[src/verilog/tlds_defines.vh]
// Contract
// - Polarity 0 drives the line high while the chosen source is true.
// - Polarity 1 drives the line low while the chosen source is true.
// - Source 0 disables the line; nothing drives it.
// - Source 1 asserts while an acquisition is in progress.
// - Source 2 asserts once the whole acquisition has completed.
// - Source 3 passes the pixel clock to the line.
// - Source 4 holds the line at its unasserted level per polarity.
// - Source 5 holds the line at its asserted level per polarity.
// - Source 6 asserts a line sync at the start of each camera line.
// - Source 7 asserts a frame sync per frame; not for line scan.
// - Source 8 asserts while a frame is being captured.
// - Source 9 asserts at the end of each captured frame.
// - Frame start and frame done are unsupported in line scan mode.
// - Source 10 pulses on scaled forward encoder movement.
// - Line type code: 0 external, 1 system bus line, 3 isolated output.
// - Line number selects the individual line within the chosen type.
// - The active edge is delayed from assertion by a programmable value.
// - Delay unit 4 counts scaled encoder ticks, 5 counts milliseconds.
// - On some variants non-zero delay needs each-buffer trigger action.
// - In line scan mode a programmable number of triggers is skipped.
// - Trigger action 3 makes each buffer wait for a trigger.
`ifndef TLDS_DEFINES_VH
`define TLDS_DEFINES_VH

// Register byte offsets
`define TLDS_REG_SEL 8'h00
`define TLDS_REG_CFG 8'h04
`define TLDS_REG_DLY 8'h08
`define TLDS_REG_SKIP 8'h0C
`define TLDS_REG_MODE 8'h10
`define TLDS_REG_STAT 8'h14

// Line select fields
`define TLDS_SEL_NUM_LSB 0
`define TLDS_SEL_TYPE_LSB 8

// Line type codes
`define TLDS_TYPE_EXT 2'h0
`define TLDS_TYPE_BUS 2'h1
`define TLDS_TYPE_ISO 2'h3

// Config fields
`define TLDS_CFG_SRC_LSB 0
`define TLDS_CFG_POL_BIT 4
`define TLDS_CFG_UNIT_LSB 8

// Drive sources
`define TLDS_SRC_OFF 4'h0
`define TLDS_SRC_ACQ 4'h1
`define TLDS_SRC_DONE 4'h2
`define TLDS_SRC_PCLK 4'h3
`define TLDS_SRC_UNASSERT 4'h4
`define TLDS_SRC_ASSERT 4'h5
`define TLDS_SRC_HSYNC 4'h6
`define TLDS_SRC_VSYNC 4'h7
`define TLDS_SRC_FSTART 4'h8
`define TLDS_SRC_FDONE 4'h9
`define TLDS_SRC_ENC 4'hA

// Delay units
`define TLDS_UNIT_ENC 3'h4
`define TLDS_UNIT_MS 3'h5

// Mode fields
`define TLDS_MODE_LSCAN_BIT 0
`define TLDS_MODE_ACT_LSB 4
`define TLDS_ACT_EACH_BUF 3'h3

// Reset values
`define TLDS_CFG_RESET 11'h000
`define TLDS_DLY_RESET 16'h0000
`define TLDS_SKIP_RESET 16'h0000

// Timing
`define TLDS_MS_NS 1000000
`define TLDS_CLK_NS 20
`define TLDS_MS_CYCLES (`TLDS_MS_NS / `TLDS_CLK_NS)

`endif

[src/verilog/tlds_cfg_mem.v]
`timescale 1ns/1ns
`include "tlds_defines.vh"

// Per-line configuration store with registered read port
module tlds_cfg_mem #(
    parameter AW = 3,
    parameter DW = 41
) (
    // Clock
    input wire clk_i,
    // Write port
    input wire wr_en_i,
    input wire [AW-1:0] wr_addr_i,
    input wire [DW-1:0] wr_data_i,
    // Read port
    input wire [AW-1:0] rd_addr_i,
    output reg [DW-1:0] rd_data_o
);

    reg [DW-1:0] mem [0:(1<<AW)-1];

    // Synchronous write and registered read
    always @(posedge clk_i) begin
        if (wr_en_i) begin
            mem[wr_addr_i] <= wr_data_i;
        end
        rd_data_o <= mem[rd_addr_i];
    end

endmodule

[src/verilog/tlds_top.v]
// Chosen here: the address map and register access over Wishbone.
`timescale 1ns/1ns
`include "tlds_defines.vh"

// Trigger line drive selector with Wishbone register access
module tlds_top #(
    parameter NUM_W = 2,
    parameter MS_CYCLES = `TLDS_MS_CYCLES,
    parameter STRICT_DELAY = 1'b1
) (
    // Clock and reset
    input wire clk_i,
    input wire reset_n_i,
    // Wishbone slave
    input wire wb_cyc_i,
    input wire wb_stb_i,
    input wire wb_we_i,
    input wire [7:0] wb_adr_i,
    input wire [3:0] wb_sel_i,
    input wire [31:0] wb_dat_i,
    output reg [31:0] wb_dat_o,
    output reg wb_ack_o,
    // Acquisition status sources
    input wire acq_busy_i,
    input wire acq_done_i,
    input wire pix_clk_i,
    input wire line_sync_i,
    input wire frame_sync_i,
    input wire frame_busy_i,
    input wire frame_end_i,
    input wire enc_tick_i,
    // Trigger lines: external, system bus, isolated
    output reg [(1<<NUM_W)-1:0] ext_o,
    output reg [(1<<NUM_W)-1:0] ext_oe_o,
    output reg [(1<<NUM_W)-1:0] bus_o,
    output reg [(1<<NUM_W)-1:0] bus_oe_o,
    output reg [(1<<NUM_W)-1:0] iso_o,
    output reg [(1<<NUM_W)-1:0] iso_oe_o,
    // Line scan trigger after skipping
    output reg line_trig_o
);

    localparam NL = 1 << NUM_W;
    localparam NT = 3 * NL;
    localparam AW = NUM_W + 2;
    localparam DW = 41;
    localparam [31:0] MS_LIM = MS_CYCLES - 1;

    // Map a line type code and number to a flat line index
    function [AW-1:0] line_index;
        input [1:0] ltype;
        input [NUM_W-1:0] num;
        begin
            case (ltype)
                `TLDS_TYPE_EXT: line_index = {2'h0, num};
                `TLDS_TYPE_BUS: line_index = {2'h1, num};
                default: line_index = {2'h2, num};
            endcase
        end
    endfunction

    // Software-visible registers
    reg [1:0] sel_type_reg;
    reg [NUM_W-1:0] sel_num_reg;
    reg [10:0] cfg_reg [0:NT-1];
    reg [15:0] dly_reg [0:NT-1];
    reg [15:0] skip_reg;
    reg lscan_reg;
    reg [2:0] action_reg;
    reg dly_err_reg;

    wire [AW-1:0] cur = line_index(sel_type_reg, sel_num_reg);
    wire sel_valid = (sel_type_reg != 2'h2);
    wire wr_req = wb_cyc_i & wb_stb_i & wb_we_i & ~wb_ack_o & wb_sel_i[0];

    // Copy of the data of every bus write with wb_sel_i[0] set, stored at the selected line's slot if the type is valid, for the memory module
    wire [DW-1:0] mem_rd;
    tlds_cfg_mem #(.AW(AW), .DW(DW)) u_mem (
        .clk_i(clk_i),
        .wr_en_i(wr_req & sel_valid),
        .wr_addr_i(cur),
        .wr_data_i({wb_dat_i[15:0], 14'h0000, wb_dat_i[10:0]}),
        .rd_addr_i(cur),
        .rd_data_o(mem_rd)
    );

    // Register writes; the config for the selected line only
    integer k;
    always @(posedge clk_i or negedge reset_n_i) begin
        if (!reset_n_i) begin
            sel_type_reg <= 2'h0;
            sel_num_reg <= {NUM_W{1'b0}};
            skip_reg <= `TLDS_SKIP_RESET;
            lscan_reg <= 1'b0;
            action_reg <= 3'h0;
            dly_err_reg <= 1'b0;
            for (k = 0; k < NT; k = k + 1) begin
                cfg_reg[k] <= `TLDS_CFG_RESET;
                dly_reg[k] <= `TLDS_DLY_RESET;
            end
        end else if (wr_req) begin
            case (wb_adr_i)
                `TLDS_REG_SEL: begin
                    sel_num_reg <= wb_dat_i[NUM_W-1:0];
                    sel_type_reg <= wb_dat_i[`TLDS_SEL_TYPE_LSB+1:`TLDS_SEL_TYPE_LSB];
                end
                `TLDS_REG_CFG: begin
                    if (sel_valid) begin
                        // Source, polarity and delay unit are all kept
                        cfg_reg[cur] <= wb_dat_i[10:0];
                    end
                end
                `TLDS_REG_DLY: begin
                    // Non-zero delay only with each-buffer action
                    if (STRICT_DELAY && wb_dat_i[15:0] != 16'h0000 &&
                        action_reg != `TLDS_ACT_EACH_BUF) begin
                        dly_err_reg <= 1'b1;
                    end else if (sel_valid) begin
                        dly_reg[cur] <= wb_dat_i[15:0];
                        dly_err_reg <= 1'b0;
                    end
                end
                `TLDS_REG_SKIP: skip_reg <= wb_dat_i[15:0];
                `TLDS_REG_MODE: begin
                    lscan_reg <= wb_dat_i[`TLDS_MODE_LSCAN_BIT];
                    action_reg <= wb_dat_i[`TLDS_MODE_ACT_LSB+2:`TLDS_MODE_ACT_LSB];
                end
                default: ;
            endcase
        end
    end

    // Wishbone answer: one wait state, unmapped reads return zero
    always @(posedge clk_i or negedge reset_n_i) begin
        if (!reset_n_i) begin
            wb_ack_o <= 1'b0;
            wb_dat_o <= 32'h00000000;
        end else begin
            wb_ack_o <= wb_cyc_i & wb_stb_i & ~wb_ack_o;
            case (wb_adr_i)
                `TLDS_REG_SEL: wb_dat_o <= {22'h000000, sel_type_reg,
                    {(8-NUM_W){1'b0}}, sel_num_reg};
                `TLDS_REG_CFG: wb_dat_o <= sel_valid ? {21'h000000, cfg_reg[cur]} : 32'h0;
                `TLDS_REG_DLY: wb_dat_o <= sel_valid ? {16'h0000, dly_reg[cur]} : 32'h0;
                `TLDS_REG_SKIP: wb_dat_o <= {16'h0000, skip_reg};
                `TLDS_REG_MODE: wb_dat_o <= {25'h0000000, action_reg, 3'h0, lscan_reg};
                `TLDS_REG_STAT: wb_dat_o <= {24'h000000, dly_err_reg, acq_busy_i,
                    acq_done_i, frame_busy_i, 3'h0, line_trig_o};
                default: wb_dat_o <= 32'h00000000;
            endcase
        end
    end

    // Shared millisecond tick
    reg [31:0] ms_cnt_reg;
    reg ms_tick_reg;
    always @(posedge clk_i or negedge reset_n_i) begin
        if (!reset_n_i) begin
            ms_cnt_reg <= 32'h00000000;
            ms_tick_reg <= 1'b0;
        end else begin
            ms_tick_reg <= (ms_cnt_reg == MS_LIM);
            ms_cnt_reg <= (ms_cnt_reg == MS_LIM) ? 32'h00000000 : ms_cnt_reg + 32'h1;
        end
    end

    // Skip counter: in line scan pass one encoder tick, then ignore skip_reg ticks; otherwise pass every tick once any count left from line scan runs out
    reg [15:0] skip_cnt_reg;
    reg enc_scaled_reg;
    always @(posedge clk_i or negedge reset_n_i) begin
        if (!reset_n_i) begin
            skip_cnt_reg <= 16'h0000;
            enc_scaled_reg <= 1'b0;
            line_trig_o <= 1'b0;
        end else begin
            enc_scaled_reg <= 1'b0;
            line_trig_o <= 1'b0;
            if (enc_tick_i) begin
                if (skip_cnt_reg == 16'h0000) begin
                    enc_scaled_reg <= 1'b1;
                    line_trig_o <= lscan_reg;
                    skip_cnt_reg <= lscan_reg ? skip_reg : 16'h0000;
                end else begin
                    skip_cnt_reg <= skip_cnt_reg - 16'h1;
                end
            end
        end
    end

    // Per-line source select, delay and pin drive
    genvar g;
    generate
        for (g = 0; g < NT; g = g + 1) begin : g_line
            wire [3:0] src = cfg_reg[g][3:0];
            wire pol = cfg_reg[g][`TLDS_CFG_POL_BIT];
            wire [2:0] unit = cfg_reg[g][10:8];
            reg raw;
            reg act_reg;
            reg prev_reg;
            reg [15:0] dcnt_reg;

            // Source selection
            always @* begin
                case (src)
                    `TLDS_SRC_ACQ: raw = acq_busy_i;
                    `TLDS_SRC_DONE: raw = acq_done_i;
                    `TLDS_SRC_PCLK: raw = pix_clk_i;
                    `TLDS_SRC_UNASSERT: raw = 1'b0;
                    `TLDS_SRC_ASSERT: raw = 1'b1;
                    `TLDS_SRC_HSYNC: raw = line_sync_i;
                    `TLDS_SRC_VSYNC: raw = frame_sync_i & ~lscan_reg;
                    `TLDS_SRC_FSTART: raw = frame_busy_i & ~lscan_reg;
                    `TLDS_SRC_FDONE: raw = frame_end_i & ~lscan_reg;
                    `TLDS_SRC_ENC: raw = enc_scaled_reg;
                    default: raw = 1'b0;
                endcase
            end

            // Delay the active edge by dly_reg units
            always @(posedge clk_i or negedge reset_n_i) begin
                if (!reset_n_i) begin
                    act_reg <= 1'b0;
                    prev_reg <= 1'b0;
                    dcnt_reg <= 16'h0000;
                end else begin
                    prev_reg <= raw;
                    if (!raw) begin
                        act_reg <= 1'b0;
                        dcnt_reg <= 16'h0000;
                    end else if (dly_reg[g] == 16'h0000) begin
                        act_reg <= 1'b1;
                    end else if (raw && !prev_reg) begin
                        dcnt_reg <= dly_reg[g];
                    end else if (!act_reg) begin
                        if (dcnt_reg == 16'h0000) begin
                            act_reg <= 1'b1;
                        end else if ((unit == `TLDS_UNIT_MS && ms_tick_reg) ||
                            (unit == `TLDS_UNIT_ENC && enc_scaled_reg)) begin
                            dcnt_reg <= dcnt_reg - 16'h1;
                        end
                    end
                end
            end

            // Pin drive with polarity
            wire lvl = act_reg ^ pol;
            wire en = (src != `TLDS_SRC_OFF) &&
                !(lscan_reg && (src == `TLDS_SRC_FSTART || src == `TLDS_SRC_FDONE));
            always @(posedge clk_i or negedge reset_n_i) begin
                if (!reset_n_i) begin
                    if (g < NL) begin
                        ext_o[g] <= 1'b0;
                        ext_oe_o[g] <= 1'b0;
                    end else if (g < 2 * NL) begin
                        bus_o[g-NL] <= 1'b0;
                        bus_oe_o[g-NL] <= 1'b0;
                    end else begin
                        iso_o[g-2*NL] <= 1'b0;
                        iso_oe_o[g-2*NL] <= 1'b0;
                    end
                end else begin
                    if (g < NL) begin
                        ext_o[g] <= lvl;
                        ext_oe_o[g] <= en;
                    end else if (g < 2 * NL) begin
                        bus_o[g-NL] <= lvl;
                        bus_oe_o[g-NL] <= en;
                    end else begin
                        iso_o[g-2*NL] <= lvl;
                        iso_oe_o[g-2*NL] <= en;
                    end
                end
            end
        end
    endgenerate

endmodule

[config.mk]
export PLATFORM = sky130hd
export DESIGN_NAME = tlds_top
export DESIGN_NICKNAME = d
export VERILOG_FILES = /design/src/verilog/tlds_cfg_mem.v /design/src/verilog/tlds_top.v
export VERILOG_INCLUDE_DIRS = /design/src /design/src/verilog
export SDC_FILE = /design/constraint.sdc
export NUM_CORES = 1
export LEC_CHECK = 0
export BUFFER_PORTS_ARGS = -buffer_cell sky130_fd_sc_hd__buf_2
export CORE_ASPECT_RATIO = 1.1
export CORE_MARGIN = 8
export CORE_UTILIZATION = 54
export DETAILED_ROUTE_END_ITERATION = 7
export PLACE_DENSITY = 0.83
export SLEW_MARGIN = 25
export SYNTH_ARGS = -nofsm -noshare
export SYNTH_HDL_FRONTEND = slang
export SYNTH_SLANG_ARGS = --single-unit
[constraint.sdc]
create_clock -name clk_i -period 7.54 [get_ports clk_i]
set_clock_uncertainty 0.1 [all_clocks]
set_input_delay 0.754 -clock clk_i [delete_from_list [all_inputs] [get_ports clk_i]]
set_output_delay 0.754 -clock clk_i [all_outputs]
set_load 0.005 [all_outputs]
== After elaboration in Yosys (flattened, before gate mapping) ==
Cells that the tools add are included.
W data, S select, Z words.

* $add $sub $neg: 14
* Magnitude comparators: 2
* Equality and inequality tests: 201
* Muxes and demuxes: 169
* Bitwise logic cells: 24
* Reduce and logical (&&, ||, !) cells: 169

{| class="wikitable"
|+ Operators with widths
! kind !! count
|-
| $mux W16 || 78
|-
| $logic_not A16 Y1 || 25
|-
| $sub A16 B1 Y16 const B || 13
|-
| $bwmux W192 || 1
|-
| $eq A4 B3 Y1 const B || 36
|-
| $eq A4 B4 Y1 const B || 36
|-
| $bwmux W132 || 1
|-
| $pmux W1 S9 || 12
|-
| $eq A4 B2 Y1 const B || 24
|-
| $pmux W16 S6 || 1
|-
| $eq A3 B3 Y1 const B || 24
|-
| $ne A3 B3 Y1 const B || 24
|-
| $mux W1 || 66
|-
| $bmux W16 S4 || 1
|-
| $demux W16 S4 || 1
|-
| $logic_and A1 B1 Y1 || 62
|-
| $reduce_and A4 Y1 || 13
|-
| $eq A4 B1 Y1 const B || 12
|-
| $reduce_bool A4 Y1 || 12
|-
| $bmux W11 S4 || 1
|-
| $demux W11 S4 || 1
|-
| $mux W11 || 4
|-
| $ne A3 B2 Y1 const B || 13
|-
| $ne A3 B1 Y1 const B || 12
|-
| other kinds (23) || 106
|}

* Register bits after elaboration: 673
* Input bits: 57
* Output and inout port bits: 58
* Word-level logic and storage cells: 676

== Depth between registers and ports, before layout ==
* Word-level depth: 9
* Gate-level depth with buffers: 10
* Depth with buffers taken out: 7

== Worst setup path before layout ==
No wires, ideal clock.

* Kind: input -> register
* Start: input port wb_dat_i[1]
* End: register dly_reg[48] in the netlist's numbering
* Library setup time: 0.125 ns
* Arrival time: 2.670 ns
* Required time: 7.315 ns
* Path slack: 4.645 ns
* Cell stages on the path: 8
* Path buffers: 3
* Path through: buf_2 -> nor4_1 -> nand4_1 -> a2111oi_4 -> buf_8 -> nand4_4 -> buf_6 -> mux2_4

* Cells in the longest elaborated chain, start to end: 4

{| class="wikitable"
|+ Ends and longest elaborated chain
! element !! line !! text
|-
| start: declaration || tlds_top.v:20 || <nowiki>input wire [31:0] wb_dat_i,</nowiki>
|-
| $reduce_bool A16 Y1 || tlds_top.v:115 || <nowiki>if (STRICT_DELAY && wb_dat_i[15:0] != 16'h0000 &&</nowiki>
|-
| $logic_and A1 B1 Y1 (no source line) || n/a ||
|-
| $not A1 Y1 (no source line) || n/a ||
|-
| $reduce_and A4 Y1 (no source line) || n/a ||
|-
| end signal: indexed assignment || tlds_top.v:99 || <nowiki>dly_reg[k] <= `TLDS_DLY_RESET;</nowiki>
|-
| end signal: indexed assignment || tlds_top.v:119 || <nowiki>dly_reg[cur] <= wb_dat_i[15:0];</nowiki>
|-
| end: declaration || tlds_top.v:66 || <nowiki>reg [15:0] dly_reg [0:NT-1];</nowiki>
|}

No other way between the ends.
A chain may end at the register's enable or synchronous reset.

== Worst setup path in the final report ==
* Start: register sel_num_reg[1]
* End: register cfg_reg[12] in the netlist's numbering

* Cells in the longest elaborated chain, start to end: 7
* Elaborated cells on any way between the ends: 8
* Classes of those cells: order compare: 2; mux: 4; bitwise: 1; reduce/logical: 1

{| class="wikitable"
|+ Ends and longest elaborated chain
! element !! line !! text
|-
| start: declaration || tlds_top.v:64 || <nowiki>reg [NUM_W-1:0] sel_num_reg;</nowiki>
|-
| start signal: assignment || tlds_top.v:92 || <nowiki>sel_num_reg <= {NUM_W{1'b0}};</nowiki>
|-
| start signal: assignment || tlds_top.v:104 || <nowiki>sel_num_reg <= wb_dat_i[NUM_W-1:0];</nowiki>
|-
| $pmux W4 S2 (*) || tlds_top.v:54 || <nowiki>case (ltype)</nowiki>
|-
| $not A4 Y5 (implied by the code) (*) || tlds_top.v:110 || <nowiki>cfg_reg[cur] <= wb_dat_i[10:0];</nowiki>
|-
| $ge A5 B5 Y1 (implied by the code) / $lt A5 B1 Y1 (equally long branches) || tlds_top.v:110 ||
|-
| $logic_and A1 B1 Y1 (implied by the code) || tlds_top.v:110 ||
|-
| $mux W11 (implied by the code) || tlds_top.v:110 ||
|-
| $demux W11 S4 (*) || tlds_top.v:110 ||
|-
| $bwmux W132 (*) || tlds_top.v:110 ||
|-
| end signal: indexed assignment || tlds_top.v:98 || <nowiki>cfg_reg[k] <= `TLDS_CFG_RESET;</nowiki>
|-
| end signal: indexed assignment || tlds_top.v:110 ||
|-
| end: declaration || tlds_top.v:65 || <nowiki>reg [10:0] cfg_reg [0:NT-1];</nowiki>
|}

Every way passes the cells marked *; elsewhere a longest branch is shown, timed or not.

==> impl_metrics.json <==
{
  "ff2ff_setup_slack_ps": 3650,
  "gp_congestion": 0.9531,
  "synthToLayoutAreaGrowth_pct": 9.161,
  "yosys_warnings": 0,
  "final_cell_mix": "dfrtp_1, mux2_2, nand2_1",
  "avgViaCountPerCell": 6.838,
  "postCtsSetupBuffers": 0,
  "cts_inserted_buffers": 72,
  "grt_max_degree": 159,
  "powerDensity_nw_per_um2": 190.2,
  "hpwl_um": 70650,
  "drv_slew": 0,
  "setup.worst_path.start_class": "flop",
  "wl_per_cell_um": 24.62,
  "path_delay_family": "simple AND/OR/NAND/NOR gates",
  "cts.clk_slew.worst_paths_ps": 60,
  "dieArea_um2": 76380,
  "final_nets": 3571,
  "avgSynthCellArea_um2": 10.38,
  "outcome": "finished clean",
  "drt_iter0_markers": 3701,
  "rows": 100,
  "hold_buffers": 0,
  "end_kind": "flop",
  "synth_edf_count": 0,
  "die-width_um": 264.2,
  "tns_ps": 0,
  "synth.area.top_cells": "dfrtp_1, mux2_2, mux4_2",
  "dieHeight_um": 289.1,
  "critPathMaxStageDelay_ps": 980,
  "numPortBuffers": 79,
  "finalCritPeriodShare_pct": 51.59,
  "track_usage_pct": 27.76,
  "ys_types": 91,
  "cts_tree": "done",
  "start_util_pct": 54.27,
  "drc": 0,
  "layout_commonest_cell": "dfrtp_1",
  "cts_resized": 0,
  "min_path_type": "in -> async",
  "gr-total-overflow": 0,
  "clock.fmax_mhz": 257.1,
  "core_um2": 67440,
  "synthFlopType": "dfrtp_1",
  "io_pins": 115,
  "critPathMaxFanout": 64,
  "r2r_cells": 4,
  "antenna_found_initial": 9,
  "seqCellArea_um2": 16450,
  "cp_data_arrival_time_ps": 4280,
  "path_buf_inv": 1,
  "multi_input_area_um2": 18810,
  "vias": 30134,
  "cap_violations": 0,
  "rsz0062_at_grt": "no",
  "wl_um": 108500,
  "tightest_slew_ps": 1139,
  "reg2reg_from": "sel_num_reg[1]",
  "crit_type": "reg -> reg",
  "required_ps": 7930,
  "grt_pass1_vias": 29019,
  "critical_path.cell_chain": "buf_4 > nor2b_1 > nand2_1 > mux2_2",
  "setup_viol": 0,
  "ir_drop_mv": 0.1347,
  "ys_ff_latch": 657,
  "cts_sinks": 657,
  "cts_buffer_depth": 3,
  "synth_top_area_share_pct": 44.92,
  "dr.pass1.iters": 7,
  "drive_above_1_share_pct": 21.42,
  "clock_latency_ps": 640,
  "period_needed_ps": 3890,
  "synth_area_um2": 36600,
  "ant_nets": 0,
  "power_leakage_nw": 17.68,
  "r2r_end": "cfg_reg[12]",
  "hold_viol": 0,
  "yosysSeqAreaShare_pct": 44.92,
  "synth_largest_area_cell": "dfrtp_1",
  "grt_first_pass_wirelength_um": 168300,
  "htree_levels": 3,
  "slew_headroom_pct": 23.93,
  "async_reset_ff_share_pct": 100.0,
  "fillers": 5241,
  "synthCells": 3525,
  "slowest_stage": "nor2b_1",
  "clock-root-buffer": "clkbuf_16",
  "fin_hold_ws_ps": 36.84
}
-- metal layers --
layer	part of all wire (%)	GRT usage [%]	wire length, um	up-vias
met4	6.9	16.71	7438	8
li1	-	-	-	13031
met1	38	35.46	40730	14701
met2	45	43.01	48890	1903
met5	0.048	0	52	-
met3	11	6.484	11410	491
-- worst max-delay path by stage --
stage | start | endpoint | slack [ps] | cells past startpoint
CTS | sel_num_reg[1] | dly_reg[30] | 3830 | 4
detailed placement | wb_dat_i[1] | dly_reg[183] | 3830 | 8
global route | sel_num_reg[0] | wb_dat_o[15] | 3510 | 6
floorplan | wb_dat_i[1] | dly_reg[48] | 4650 | 8
global placement | wb_dat_i[2] | dly_reg[191] | 3860 | 8
finish | sel_num_reg[1] | cfg_reg[12] | 3650 | 4
-- cells by family after synthesis --
family,count (synthesis),synth area share (%)
adders and majority gates,27,0.9229
DFF,657,44.92
xor gates and xnor gates,42,1.005
other,1,0.01025
muxes,496,18.04
AOI/OAI and AO/OA,833,14.34
buffers and inverters,358,4.177
and+or+nand+nor,1111,16.59
-- Yosys cell counts (all sizes together), types with 29 or more instances --
library cell  instances
nand2b               32
mux4                 81
nand2               258
nor3                 80
a21oi               256
nor2b                83
a31oi                46
clkbuf              175
mux2i                34
mux2                381
o31ai                34
nand4                52
or3                  31
nor2                176
nand3               101
o21ai               230
buf                  72
dfrtp               657
inv                 109
and3                 29
nor4                119
or4                  37
-- worst register-to-register path: stages (launching register included) --
cell and delay [ps]:
dfrtp_4 640, buf_4 800, nor2b_1 1010, nand2_1 730, mux2_2 480
-- power breakdown --
| group | switching (mW) | leakage, nW | internal [mW] |
|---|---|---|---|
| sequential | 0.0518 | 9.13 | 3.56 |
| combinational | 0.226 | 7.34 | 0.0702 |
| clock | 1.50 | 1.20 | 2.19 |
-- stage by stage --
stage / power, mW / setup WS [ps] / util [%] / cells / cell area (um2)
floorplan: 3.805 / 4645 / - / 3540 / 36660
global placement: 3.954 / 3864 / 55.49 / 4278 / 37420
detailed placement: 3.968 / 3826 / 55.56 / 4279 / 37470
CTS: 7.618 / 3826 / 59.19 / 4405 / 39920
global route: 7.806 / 3513 / 59.25 / 4407 / 39960
finish: 7.602 / 3650 / 59.25 / 4407 / 39960
-- layout make-up --
class	count	area share [%]
flip-flops and latches	657	41.17
well taps	867	2.715
repair buffers	120	1.857
clock buffers	96	5.223
diodes	1	0.006263
multi-input cells	2525	47.08
inverters	111	1.043
clock inverters	30	0.9050
(Power assumes the default switching activity.)
